`src/core/hcof_cfg.svh`:
```
// Purpose: Fixed values, offsets and field positions of the capability
//          offset register bank.
// Assumes: Byte addresses on an 8-bit register port.
// Notes:   Offset and flag values are per-build choices; edit here only.
`ifndef HCOF_CFG_SVH
`define HCOF_CFG_SVH

// ==========================================================
// Register byte addresses
`define HCOF_DB_OFF_ADDR 8'h14
`define HCOF_RTS_OFF_ADDR 8'h18
`define HCOF_CAP2_ADDR 8'h1C
`define HCOF_LCTRL_ADDR 8'h40
`define HCOF_LSTAT_ADDR 8'h44

// ==========================================================
// Fixed offsets, in bytes from the capability base
`define HCOF_DB_BYTE_OFF 32'h0000_3000
`define HCOF_RTS_BYTE_OFF 32'h0000_1000
// Natural alignment: dword for doorbells, 32 bytes for runtime
`define HCOF_DB_BASE_SHIFT 5'h02
`define HCOF_RTS_BASE_SHIFT 5'h05
// Virtualization support and configured page size (4K)
`define HCOF_VIRT_SUPPORT 1'h0
`define HCOF_PAGE_SHIFT 5'h0C

// ==========================================================
// Second capability word flags
`define HCOF_SUSP_NOTIFY_BIT 0
`define HCOF_LAT_ERR_BIT 1
`define HCOF_FORCE_SAVE_BIT 2
`define HCOF_SUSP_NOTIFY_DEFAULT 1'h1
`define HCOF_LAT_ERR_DEFAULT 1'h1
`define HCOF_FORCE_SAVE_DEFAULT 1'h1

// ==========================================================
// Ports, link states, contexts, local register fields
`define HCOF_NPORT 4
`define HCOF_LINK_U3 4'h3
`define HCOF_LINK_RESET 4'h0
`define HCOF_CTX_LAST 2'h3
`define HCOF_LCTRL_ELE_BIT 0
`define HCOF_LSTAT_BUSY_BIT 4

`endif

```
`src/core/hcof_pkg.sv`:
```
// Purpose: Types and shared helper of the capability offset bank.
// Assumes: Nothing beyond SystemVerilog.
// Notes:   Constants live in hcof_cfg.svh.
package hcof_pkg;

  // ==========================================================
  // Types
  // Save-state walker states
  typedef enum logic [1:0] {
    HCOF_SAVE_IDLE,
    HCOF_SAVE_WRITE,
    HCOF_SAVE_DONE
  } hcof_save_e;

  // Port link state code
  typedef logic [3:0] hcof_link_t;

  // ==========================================================
  // Clears low bits so an offset sits on its required boundary
  function automatic logic [31:0] hcof_align(
    input logic [31:0] off,
    input logic virt,
    input logic [4:0] page_sh,
    input logic [4:0] base_sh
  );
    logic [4:0] sh;
    sh = virt ? page_sh : base_sh;
    return off & ~((32'h0000_0001 << sh) - 32'h0000_0001);
  endfunction

endpackage

```
`src/core/hcof_regs.sv`:
```
// Purpose: Capability offset registers: doorbell offset, runtime space
//          offset, second capability word, with the logic they steer.
// Assumes: One clock, active-low async reset, synchronous inputs.
// Notes:   Read data appear one cycle after the read strobe.
`timescale 1ns/1ps
`include "hcof_cfg.svh"

module hcof_regs
  import hcof_pkg::*;
(
  input wire logic SYS_CLK,
  input wire logic RSTN,
  input wire logic CLK_EN,
  input wire logic [7:0] REG_ADDR,
  input wire logic [31:0] REG_WDATA,
  input wire logic REG_WR,
  input wire logic REG_RD,
  output logic [31:0] REG_RDATA,
  input wire logic [4*`HCOF_NPORT-1:0] PORT_LINK_STATE,
  input wire logic [`HCOF_NPORT-1:0] LINK_FLAG_CLR,
  output logic [`HCOF_NPORT-1:0] LINK_CHANGE_FLAG,
  input wire logic CFG_EP_REQ,
  input wire logic CFG_EP_LAT_EXCEEDED,
  output logic CFG_EP_DONE,
  output logic CFG_EP_LAT_ERR,
  input wire logic SAVE_REQ,
  output logic CTX_WR_VALID,
  output logic [1:0] CTX_WR_INDEX,
  input wire logic CTX_WR_READY,
  output logic SAVE_DONE
);

  // ==========================================================
  // Fixed register values
  // doorbell and runtime offset alignment
  localparam logic [31:0] DB_VALUE = hcof_align(`HCOF_DB_BYTE_OFF,
    `HCOF_VIRT_SUPPORT, `HCOF_PAGE_SHIFT, `HCOF_DB_BASE_SHIFT);
  localparam logic [31:0] RTS_VALUE = hcof_align(`HCOF_RTS_BYTE_OFF,
    `HCOF_VIRT_SUPPORT, `HCOF_PAGE_SHIFT, `HCOF_RTS_BASE_SHIFT);
  // Capability flags, each fixed at build time
  localparam logic CAP_SUSP = `HCOF_SUSP_NOTIFY_DEFAULT; // Suspend notify
  localparam logic CAP_LAT_ERR = `HCOF_LAT_ERR_DEFAULT; // Latency error
  localparam logic CAP_FORCE_SAVE = `HCOF_FORCE_SAVE_DEFAULT; // Forced save
  localparam logic [31:0] CAP2_VALUE = {29'h0000_0000, CAP_FORCE_SAVE,
    CAP_LAT_ERR, CAP_SUSP};

  // ==========================================================
  // Address decode helper
  // Shared by the read mux and the write path
  function automatic logic addr_hit(
    input logic [7:0] addr,
    input logic [7:0] off
  );
    return addr == off;
  endfunction

  // ==========================================================
  // Declarations
  logic [31:0] rdata_reg; // Registered read data
  logic [31:0] rdata_next; // Read mux output
  logic lat_en_reg; // Software enable for latency error
  logic ep_done_reg; // Endpoint command done pulse
  logic ep_err_reg; // Endpoint command error beside done
  logic ep_err_next; // Error decision this cycle
  hcof_save_e save_reg; // Save-state walker state
  hcof_save_e save_next; // Next walker state
  logic [1:0] ctx_idx_reg; // Context being written back
  logic [1:0] ctx_idx_next; // Next context index
  logic save_busy; // Walker not idle
  logic [`HCOF_NPORT-1:0] link_flags; // Flags from watchers

  // ==========================================================
  // Link-state watchers, one per root port
  genvar gp;
  generate
    for (gp = 0; gp < `HCOF_NPORT; gp++) begin : g_port
      hcof_u3_watch u_watch (
        .clk(SYS_CLK),
        .rstn(RSTN),
        .ce(CLK_EN),
        .cap_en(CAP2_VALUE[`HCOF_SUSP_NOTIFY_BIT]),
        .link_state(PORT_LINK_STATE[4*gp +: 4]),
        .clr(LINK_FLAG_CLR[gp]),
        .flag(link_flags[gp])
      );
    end
  endgenerate

  assign LINK_CHANGE_FLAG = link_flags;

  // ==========================================================
  // Local control register
  // Only the enable bit is writable; the capability words are not
  always_ff @(posedge SYS_CLK or negedge RSTN) begin
    if (!RSTN) begin
      lat_en_reg <= 1'h0;
    end else if (CLK_EN) begin
      if (REG_WR && addr_hit(REG_ADDR, `HCOF_LCTRL_ADDR)) begin
        lat_en_reg <= REG_WDATA[`HCOF_LCTRL_ELE_BIT];
      end
    end
  end

  // ==========================================================
  // Read mux
  always_comb begin
    rdata_next = 32'h0000_0000;
    if (addr_hit(REG_ADDR, `HCOF_DB_OFF_ADDR)) begin
      rdata_next = DB_VALUE;
    end else if (addr_hit(REG_ADDR, `HCOF_RTS_OFF_ADDR)) begin
      rdata_next = RTS_VALUE;
    end else if (addr_hit(REG_ADDR, `HCOF_CAP2_ADDR)) begin
      rdata_next = CAP2_VALUE;
    end else if (addr_hit(REG_ADDR, `HCOF_LCTRL_ADDR)) begin
      // Enable bit reads back
      rdata_next[`HCOF_LCTRL_ELE_BIT] = lat_en_reg;
    end else if (addr_hit(REG_ADDR, `HCOF_LSTAT_ADDR)) begin
      // Live port flags and walker busy
      rdata_next[`HCOF_NPORT-1:0] = link_flags;
      rdata_next[`HCOF_LSTAT_BUSY_BIT] = save_busy;
    end
  end

  // Read data register: valid only in the cycle after the strobe
  always_ff @(posedge SYS_CLK or negedge RSTN) begin
    if (!RSTN) begin
      rdata_reg <= 32'h0000_0000;
    end else if (CLK_EN) begin
      if (REG_RD) begin
        rdata_reg <= rdata_next;
      end else begin
        rdata_reg <= 32'h0000_0000;
      end
    end
  end

  assign REG_RDATA = rdata_reg;

  // ==========================================================
  // Endpoint configuration answer
  // Latency judgement is made by the command engine; this only gates
  // whether its verdict may turn into an error completion.
  always_comb begin
    ep_err_next = CFG_EP_REQ && CFG_EP_LAT_EXCEEDED &&
                  CAP2_VALUE[`HCOF_LAT_ERR_BIT] && lat_en_reg;
  end

  // Done pulse and error flag, one cycle after the request
  always_ff @(posedge SYS_CLK or negedge RSTN) begin
    if (!RSTN) begin
      ep_done_reg <= 1'h0;
      ep_err_reg <= 1'h0;
    end else if (CLK_EN) begin
      ep_done_reg <= CFG_EP_REQ;
      ep_err_reg <= ep_err_next;
    end
  end

  assign CFG_EP_DONE = ep_done_reg;
  assign CFG_EP_LAT_ERR = ep_err_reg;

  // ==========================================================
  // Save-state walker
  // Without forced save there is nothing to flush, so the request is
  // answered at once; with it every cached context goes out first.
  always_comb begin
    save_next = save_reg;
    ctx_idx_next = ctx_idx_reg;
    unique case (save_reg)
      HCOF_SAVE_IDLE: begin
        // Wait for a save request
        if (SAVE_REQ) begin
          if (CAP2_VALUE[`HCOF_FORCE_SAVE_BIT]) begin
            save_next = HCOF_SAVE_WRITE;
            ctx_idx_next = 2'h0;
          end else begin
            save_next = HCOF_SAVE_DONE;
          end
        end
      end
      HCOF_SAVE_WRITE: begin
        // One context per accepted beat
        if (CTX_WR_READY) begin
          if (ctx_idx_reg == `HCOF_CTX_LAST) begin
            save_next = HCOF_SAVE_DONE;
          end else begin
            ctx_idx_next = ctx_idx_reg + 2'h1;
          end
        end
      end
      HCOF_SAVE_DONE: begin
        // Single-cycle completion
        save_next = HCOF_SAVE_IDLE;
      end
      default: begin
        // Illegal code recovers to idle
        save_next = HCOF_SAVE_IDLE;
      end
    endcase
  end

  // Walker state and index registers
  always_ff @(posedge SYS_CLK or negedge RSTN) begin
    if (!RSTN) begin
      save_reg <= HCOF_SAVE_IDLE;
      ctx_idx_reg <= 2'h0;
    end else if (CLK_EN) begin
      save_reg <= save_next;
      ctx_idx_reg <= ctx_idx_next;
    end
  end

  assign save_busy = save_reg != HCOF_SAVE_IDLE;
  assign CTX_WR_VALID = save_reg == HCOF_SAVE_WRITE;
  assign CTX_WR_INDEX = ctx_idx_reg;
  assign SAVE_DONE = save_reg == HCOF_SAVE_DONE;

  // ==========================================================
  // Checks
  a_db_read_value: assert property (
    @(posedge SYS_CLK) disable iff (!RSTN)
    (CLK_EN && REG_RD && REG_ADDR == `HCOF_DB_OFF_ADDR)
    |=> REG_RDATA == DB_VALUE)
    else $error("doorbell offset read wrong");

  a_db_low_bits: assert property (
    @(posedge SYS_CLK) disable iff (!RSTN)
    (CLK_EN && REG_RD && REG_ADDR == `HCOF_DB_OFF_ADDR)
    |=> REG_RDATA[1:0] == 2'h0 &&
        REG_RDATA[31:2] == `HCOF_DB_BYTE_OFF >> 2)
    else $error("doorbell dword field or reserved bits wrong");

  a_db_boundary: assert property (
    @(posedge SYS_CLK) disable iff (!RSTN)
    (CLK_EN && REG_RD && REG_ADDR == `HCOF_DB_OFF_ADDR)
    |=> (REG_RDATA & ((32'h1 << (`HCOF_VIRT_SUPPORT ?
         `HCOF_PAGE_SHIFT : `HCOF_DB_BASE_SHIFT)) - 32'h1)) == 32'h0)
    else $error("doorbell array misaligned");

  a_rts_read_value: assert property (
    @(posedge SYS_CLK) disable iff (!RSTN)
    (CLK_EN && REG_RD && REG_ADDR == `HCOF_RTS_OFF_ADDR)
    |=> REG_RDATA == RTS_VALUE)
    else $error("runtime offset read wrong");

  a_rts_units: assert property (
    @(posedge SYS_CLK) disable iff (!RSTN)
    (CLK_EN && REG_RD && REG_ADDR == `HCOF_RTS_OFF_ADDR)
    |=> REG_RDATA[4:0] == 5'h00 &&
        REG_RDATA[31:5] == `HCOF_RTS_BYTE_OFF >> 5)
    else $error("runtime unit field or reserved bits wrong");

  a_rts_boundary: assert property (
    @(posedge SYS_CLK) disable iff (!RSTN)
    (CLK_EN && REG_RD && REG_ADDR == `HCOF_RTS_OFF_ADDR)
    |=> (REG_RDATA & ((32'h1 << (`HCOF_VIRT_SUPPORT ?
         `HCOF_PAGE_SHIFT : `HCOF_RTS_BASE_SHIFT)) - 32'h1)) == 32'h0)
    else $error("runtime block misaligned");

  a_cap2_value: assert property (
    @(posedge SYS_CLK) disable iff (!RSTN)
    (CLK_EN && REG_RD && REG_ADDR == `HCOF_CAP2_ADDR)
    |=> REG_RDATA[31:3] == 29'h0 && REG_RDATA[2:0] ==
        {`HCOF_FORCE_SAVE_DEFAULT, `HCOF_LAT_ERR_DEFAULT,
         `HCOF_SUSP_NOTIFY_DEFAULT})
    else $error("capability word read wrong");

  a_lat_err_gate: assert property (
    @(posedge SYS_CLK) disable iff (!RSTN)
    (CLK_EN && CFG_EP_REQ && !CAP_LAT_ERR)
    |=> CFG_EP_DONE && !CFG_EP_LAT_ERR)
    else $error("latency error without capability");

  a_lat_err_enable: assert property (
    @(posedge SYS_CLK) disable iff (!RSTN)
    (CLK_EN && CFG_EP_REQ)
    |=> CFG_EP_LAT_ERR == ($past(lat_en_reg) && CAP_LAT_ERR &&
        $past(CFG_EP_LAT_EXCEEDED)))
    else $error("latency error ignores enable flag");

  a_save_flush: assert property (
    @(posedge SYS_CLK) disable iff (!RSTN)
    (CLK_EN && SAVE_REQ && !save_busy)
    |=> (CAP_FORCE_SAVE ? (CTX_WR_VALID && CTX_WR_INDEX == 2'h0) : SAVE_DONE))
    else $error("save state did not start correctly");

  a_write_ignored: assert property (
    @(posedge SYS_CLK) disable iff (!RSTN)
    (CLK_EN && REG_WR) |=> REG_RDATA == 32'h0 ##0
    (CLK_EN && REG_RD && REG_ADDR == `HCOF_DB_OFF_ADDR)[*1]
    |=> REG_RDATA == DB_VALUE)
    else $error("write disturbed fixed register");

  // Read data must not linger, or software could see a stale word
  a_rdata_idle: assert property (
    @(posedge SYS_CLK) disable iff (!RSTN)
    (CLK_EN && !REG_RD) |=> REG_RDATA == 32'h0000_0000)
    else $error("read data not cleared outside a read");

  a_ep_no_req: assert property (
    @(posedge SYS_CLK) disable iff (!RSTN)
    (CLK_EN && !CFG_EP_REQ) |=> !CFG_EP_DONE && !CFG_EP_LAT_ERR)
    else $error("endpoint answer without a request");

  a_ctx_hold: assert property (
    @(posedge SYS_CLK) disable iff (!RSTN)
    (CLK_EN && CTX_WR_VALID && !CTX_WR_READY)
    |=> CTX_WR_VALID && $stable(CTX_WR_INDEX))
    else $error("context write changed before acceptance");

  a_save_last_beat: assert property (
    @(posedge SYS_CLK) disable iff (!RSTN)
    (CLK_EN && CTX_WR_VALID && CTX_WR_READY &&
     CTX_WR_INDEX == `HCOF_CTX_LAST) |=> SAVE_DONE && !CTX_WR_VALID)
    else $error("save did not finish after the last context");

  a_save_done_once: assert property (
    @(posedge SYS_CLK) disable iff (!RSTN)
    (CLK_EN && SAVE_DONE) |=> !save_busy)
    else $error("walker stayed busy after completion");

endmodule // hcof_regs

```
`src/core/hcof_u3_watch.sv`:
```
// Purpose: Per-port watcher that raises the link-state-change flag on
//          entry into U3.
// Assumes: Link state is synchronous to the clock.
// Notes:   A set in the same cycle as a clear wins.
`timescale 1ns/1ps
`include "hcof_cfg.svh"

module hcof_u3_watch
  import hcof_pkg::*;
(
  input wire logic clk,
  input wire logic rstn,
  input wire logic ce,
  input wire logic cap_en,
  input wire hcof_link_t link_state,
  input wire logic clr,
  output logic flag
);

  // ==========================================================
  // State
  hcof_link_t prev_reg; // Link state seen last cycle
  logic flag_reg; // Sticky change flag
  logic set_now; // Entry into U3 this cycle

  // Entry is a change into U3 from any other state
  assign set_now = cap_en && (link_state == `HCOF_LINK_U3) &&
                   (prev_reg != `HCOF_LINK_U3);

  // Track previous link state
  always_ff @(posedge clk or negedge rstn) begin
    if (!rstn) begin
      prev_reg <= `HCOF_LINK_RESET;
    end else if (ce) begin
      prev_reg <= link_state;
    end
  end

  // Sticky flag; set beats clear so no entry is lost
  always_ff @(posedge clk or negedge rstn) begin
    if (!rstn) begin
      flag_reg <= 1'h0;
    end else if (ce) begin
      flag_reg <= set_now | (flag_reg & ~clr);
    end
  end

  assign flag = flag_reg;

  // ==========================================================
  // Checks
  a_u3_entry_flag: assert property (
    @(posedge clk) disable iff (!rstn)
    (ce && cap_en && link_state == `HCOF_LINK_U3 && prev_reg != `HCOF_LINK_U3)
    |=> flag)
    else $error("link change flag missed on U3 entry");

  a_u3_no_cap: assert property (
    @(posedge clk) disable iff (!rstn)
    (ce && !cap_en && !flag) |=> !flag)
    else $error("link change flag set with capability off");

  a_flag_clear: assert property (
    @(posedge clk) disable iff (!rstn)
    (ce && clr && !set_now) |=> !flag)
    else $error("link change flag survived its clear");

endmodule // hcof_u3_watch

```
`config.mk`:
```
export PLATFORM = sky130hd
export DESIGN_NAME = hcof_regs
export DESIGN_NICKNAME = d
export VERILOG_FILES = /design/src/core/hcof_pkg.sv /design/src/core/hcof_regs.sv /design/src/core/hcof_u3_watch.sv
export VERILOG_INCLUDE_DIRS = /design/src /design/src/core
export SDC_FILE = /design/constraint.sdc
export NUM_CORES = 1
export LEC_CHECK = 0
export BUFFER_PORTS_ARGS = -buffer_cell sky130_fd_sc_hd__buf_2
export CAP_MARGIN = 15
export CORE_ASPECT_RATIO = 1.25
export CORE_UTILIZATION = 45
export CTS_CLUSTER_DIAMETER = 60
export DETAILED_ROUTE_END_ITERATION = 10
export PLACE_DENSITY = 0.83
export SLEW_MARGIN = 10
export SYNTH_ARGS = -nofsm -noshare
export SYNTH_HDL_FRONTEND = slang
export SYNTH_SLANG_ARGS = --single-unit
```
`constraint.sdc`:
```
create_clock -name SYS_CLK -period 2.5 [get_ports SYS_CLK]
set_clock_uncertainty 0.2 [all_clocks]
set_input_delay 0.25 -clock SYS_CLK [delete_from_list [all_inputs] [get_ports SYS_CLK]]
set_output_delay 0.25 -clock SYS_CLK [all_outputs]
set_load 0.02 [all_outputs]
```
==> run summary <==
count of cell types in the netlist: 26
io pins: 111
flops & latches, synth: 34
slowest cell delay on critical path: 410 ps
DP HPWL: 2.51 mm
Top delay family on crit path: flip-flops
placed instance count: 270
Max-slew headroom: 51.3%
multiplexer share of the synthesized area: 14.5%
DRC: 0
Die X-Extent: 59.1 um
slowest stage cell on the critical path: dfrtp_1
Mean Syn Cell Area: 10.8 sq um
hold buffers post-CTS: 2
antenna violations before repair: 0
CP endpoint kind: flop
Post-Layout Cell Count: 279
DIE HEIGHT: 73.4 um
reg2reg path depth: 4
worst-margin pin slew: 730 ps
Resize count post-CTS: 0
Cells after Synth: 170
antenna cells: 0
wire per inst: 11.5 um
Switching Share: 30.6%
Placer Congestion: 0.790
# rows: 25
worst-path cell chain: ha_1, nand3b_1, a21oi_1, mux2_2
XOR/XNOR Fraction of Synth Area: 0.477%
CTS buffer count: 5
Peak Freq: 589 MHz
Hold Vio Cnt, Final: 0
Final Max Tran Viols: 0
post-layout util: 55.5%
Layout area overhead: 16.2%
P_int: 0.937 mW
Clk pwr share: 28.3%
via count: 1324
Ys Warns: 0
DR vias/cell: 4.75
required time worst endpoint: 2470 ps
leakage power: 1.03 nW
asr flop ratio synth: 100%
Core ar.: 3850 sq um
Starting DRT DRC Count: 18
outcome: finished, final reports clean
adder-cell area share of the yosys netlist: 0.681%
Sw Pwr: 0.412 mW
Final period util: 67.9%
setup tns final: 0 ps
drt total wl: 3.22 mm
sequential share of the synthesized area: 46.3%
share of cells above drive strength 1: 37.3%
HP Class: input port to flop
H-tree level count: 2
grt total ovfl: 0
Worst EP arrival: 1670 ps
clk buf depth: 2
fin crit period: 1700 ps
vias in the first global route: 1299
Antenna Violating Nets Remaining: 0
Die Outline Area: 4340 sq um
TritonCTS clock tree: done
Worst Hold Depth: 2
final setup vio count: 0
# Max-Cap Violations: 0
Total Routing Usage GR: 17.3%
Post-CTS Setup Bufs: 0
Top FF cell, synth: dfrtp_1
Worst setup SP type: flop
root buffer cell: clkbuf_8
CTS sink cnt: 34
crit path buf inv count: 0
Pwr per Cell Area: 632 nW/um^2
critical path class: flop to flop
first-pass GRT wire length: 5.47 mm
Synth Area in Compound Gates: 7.29%
Peak VDD IR: 0.396 mV
Initial Util: 47.7%
RSZ-0062 raised after global routing: no
largest family of logic cells by synthesized area: simple AND/OR/NAND/NOR gates
Combinational Power Share: 23.3%
Final nets: 295
clk_lat worst skew: 280 ps
CP Max Fanout: 4
largest net degree at the start of global routing: 35
Flop pwr share: 48.5%
Crit path depth: 4
simple-gate portion of the synthesized area: 17.0%
max FFs per register: 16
drt first pass iters: 4
Post-Syn Area: 1840 sq um
# port buffers: 54
Clock transition at path regs: 70 ps
EDFF count, synth: 0
worst paths after layout:
path                       slack [ps]                             to          startpoint
max                               800                CTX_WR_INDEX[1]     CTX_WR_INDEX[0]
min                                10  g_port[0].u_watch.prev_reg[2]  PORT_LINK_STATE[2]
max reg2reg                       800                CTX_WR_INDEX[1]     CTX_WR_INDEX[0]
min reg2reg                       290                   REG_RDATA[4]        REG_RDATA[4]
max in group asynchronous        1270  g_port[0].u_watch.prev_reg[3]                RSTN
min in group asynchronous         360  g_port[1].u_watch.prev_reg[3]                RSTN
cells in the final DEF (no fill, tap or decap):
cell,instances
mux2_1,1
ha_1,1
a41o_1,3
nor2b_1,4
and2_1,1
o21ai_0,8
nand4_1,8
conb_1,25
nor3_1,5
buf_4,1
nand3b_1,1
mux2i_1,3
dfrtp_1,34
buf_2,54
nand2b_1,5
nand2_1,15
xor2_1,1
o2bb2ai_1,4
dlygate4sd3_1,2
a21oi_1,2
nor2_1,6
clkbuf_8,5
nand3_1,5
inv_1,3
a31oi_1,3
nor4b_2,1
nor4b_4,2
mux2_2,20
clkbuf_1,1
clkinvlp_4,1
power groups by stage:
stage	Combinational, mW	Clock [mW]	Sequential, mW
6_report	0.314	0.381	0.654
5_1_grt	0.350	0.414	0.663
4_1_cts	0.318	0.393	0.656
3_5_place_dp	0.315	0	0.665
3_3_place_gp	0.308	0	0.661
2_1_floorplan	0.232	0	0.675
through the flow:
| step | setup slack (ps) | hold slack, ps | power (mW) | area [sq um] |
|---|---|---|---|---|
| after global routing | 719 | 6.26 | 1.43 | 2130 |
| after global placement | 814 | 154 | 0.970 | 2030 |
| after CTS | 785 | 5.51 | 1.37 | 2130 |
| after floorplan | 790 | -246 | 0.906 | 1930 |
| final | 803 | 12.7 | 1.35 | 2130 |
| after detailed placement | 797 | 160 | 0.980 | 2030 |
logic make-up (layout without fill, tap and decap cells):
kind of cell / count (synthesis) / count (layout)
fa+ha+maj: 1 / 1
other cells: 1 / 25
flops: 34 / 34
buf+inv: 36 / 67
xor+xnor: 1 / 1
mux: 24 / 24
compound gates: 20 / 20
simple gates: 53 / 53
final cells by class:
class	count	area, sq um
clock buffer	6	72.6
clock inverter	1	7.51
fill	378	1710
inverter	3	11.3
multi-input combinational	124	827
sequential	34	851
tap	54	67.6
timing repair buffer	57	298
synth_stat cells, types with 5 or more instances:
master     n  area, sq um
nand3_1    5         25.0
o21ai_0    8         40.0
nand2_1   15         56.3
nor3_1     5         25.0
dfrtp_1   34          851
mux2_2    20          225
nand2b_1   5         31.3
nand4_1    8         50.1
nor2_1     6         22.5
buf_4     29          218
metal layers:
metal | vias up | routed length (um) | global-route usage, %
met2 | 53 | 1610 | 29.8
met3 | 5 | 239 | 5.46
li1 | 651 | - | -
met1 | 615 | 1310 | 18.6
met4 | 0 | 61 | 9.52
met5 | - | 0 | 0
Power figures use the tool's default switching activity.
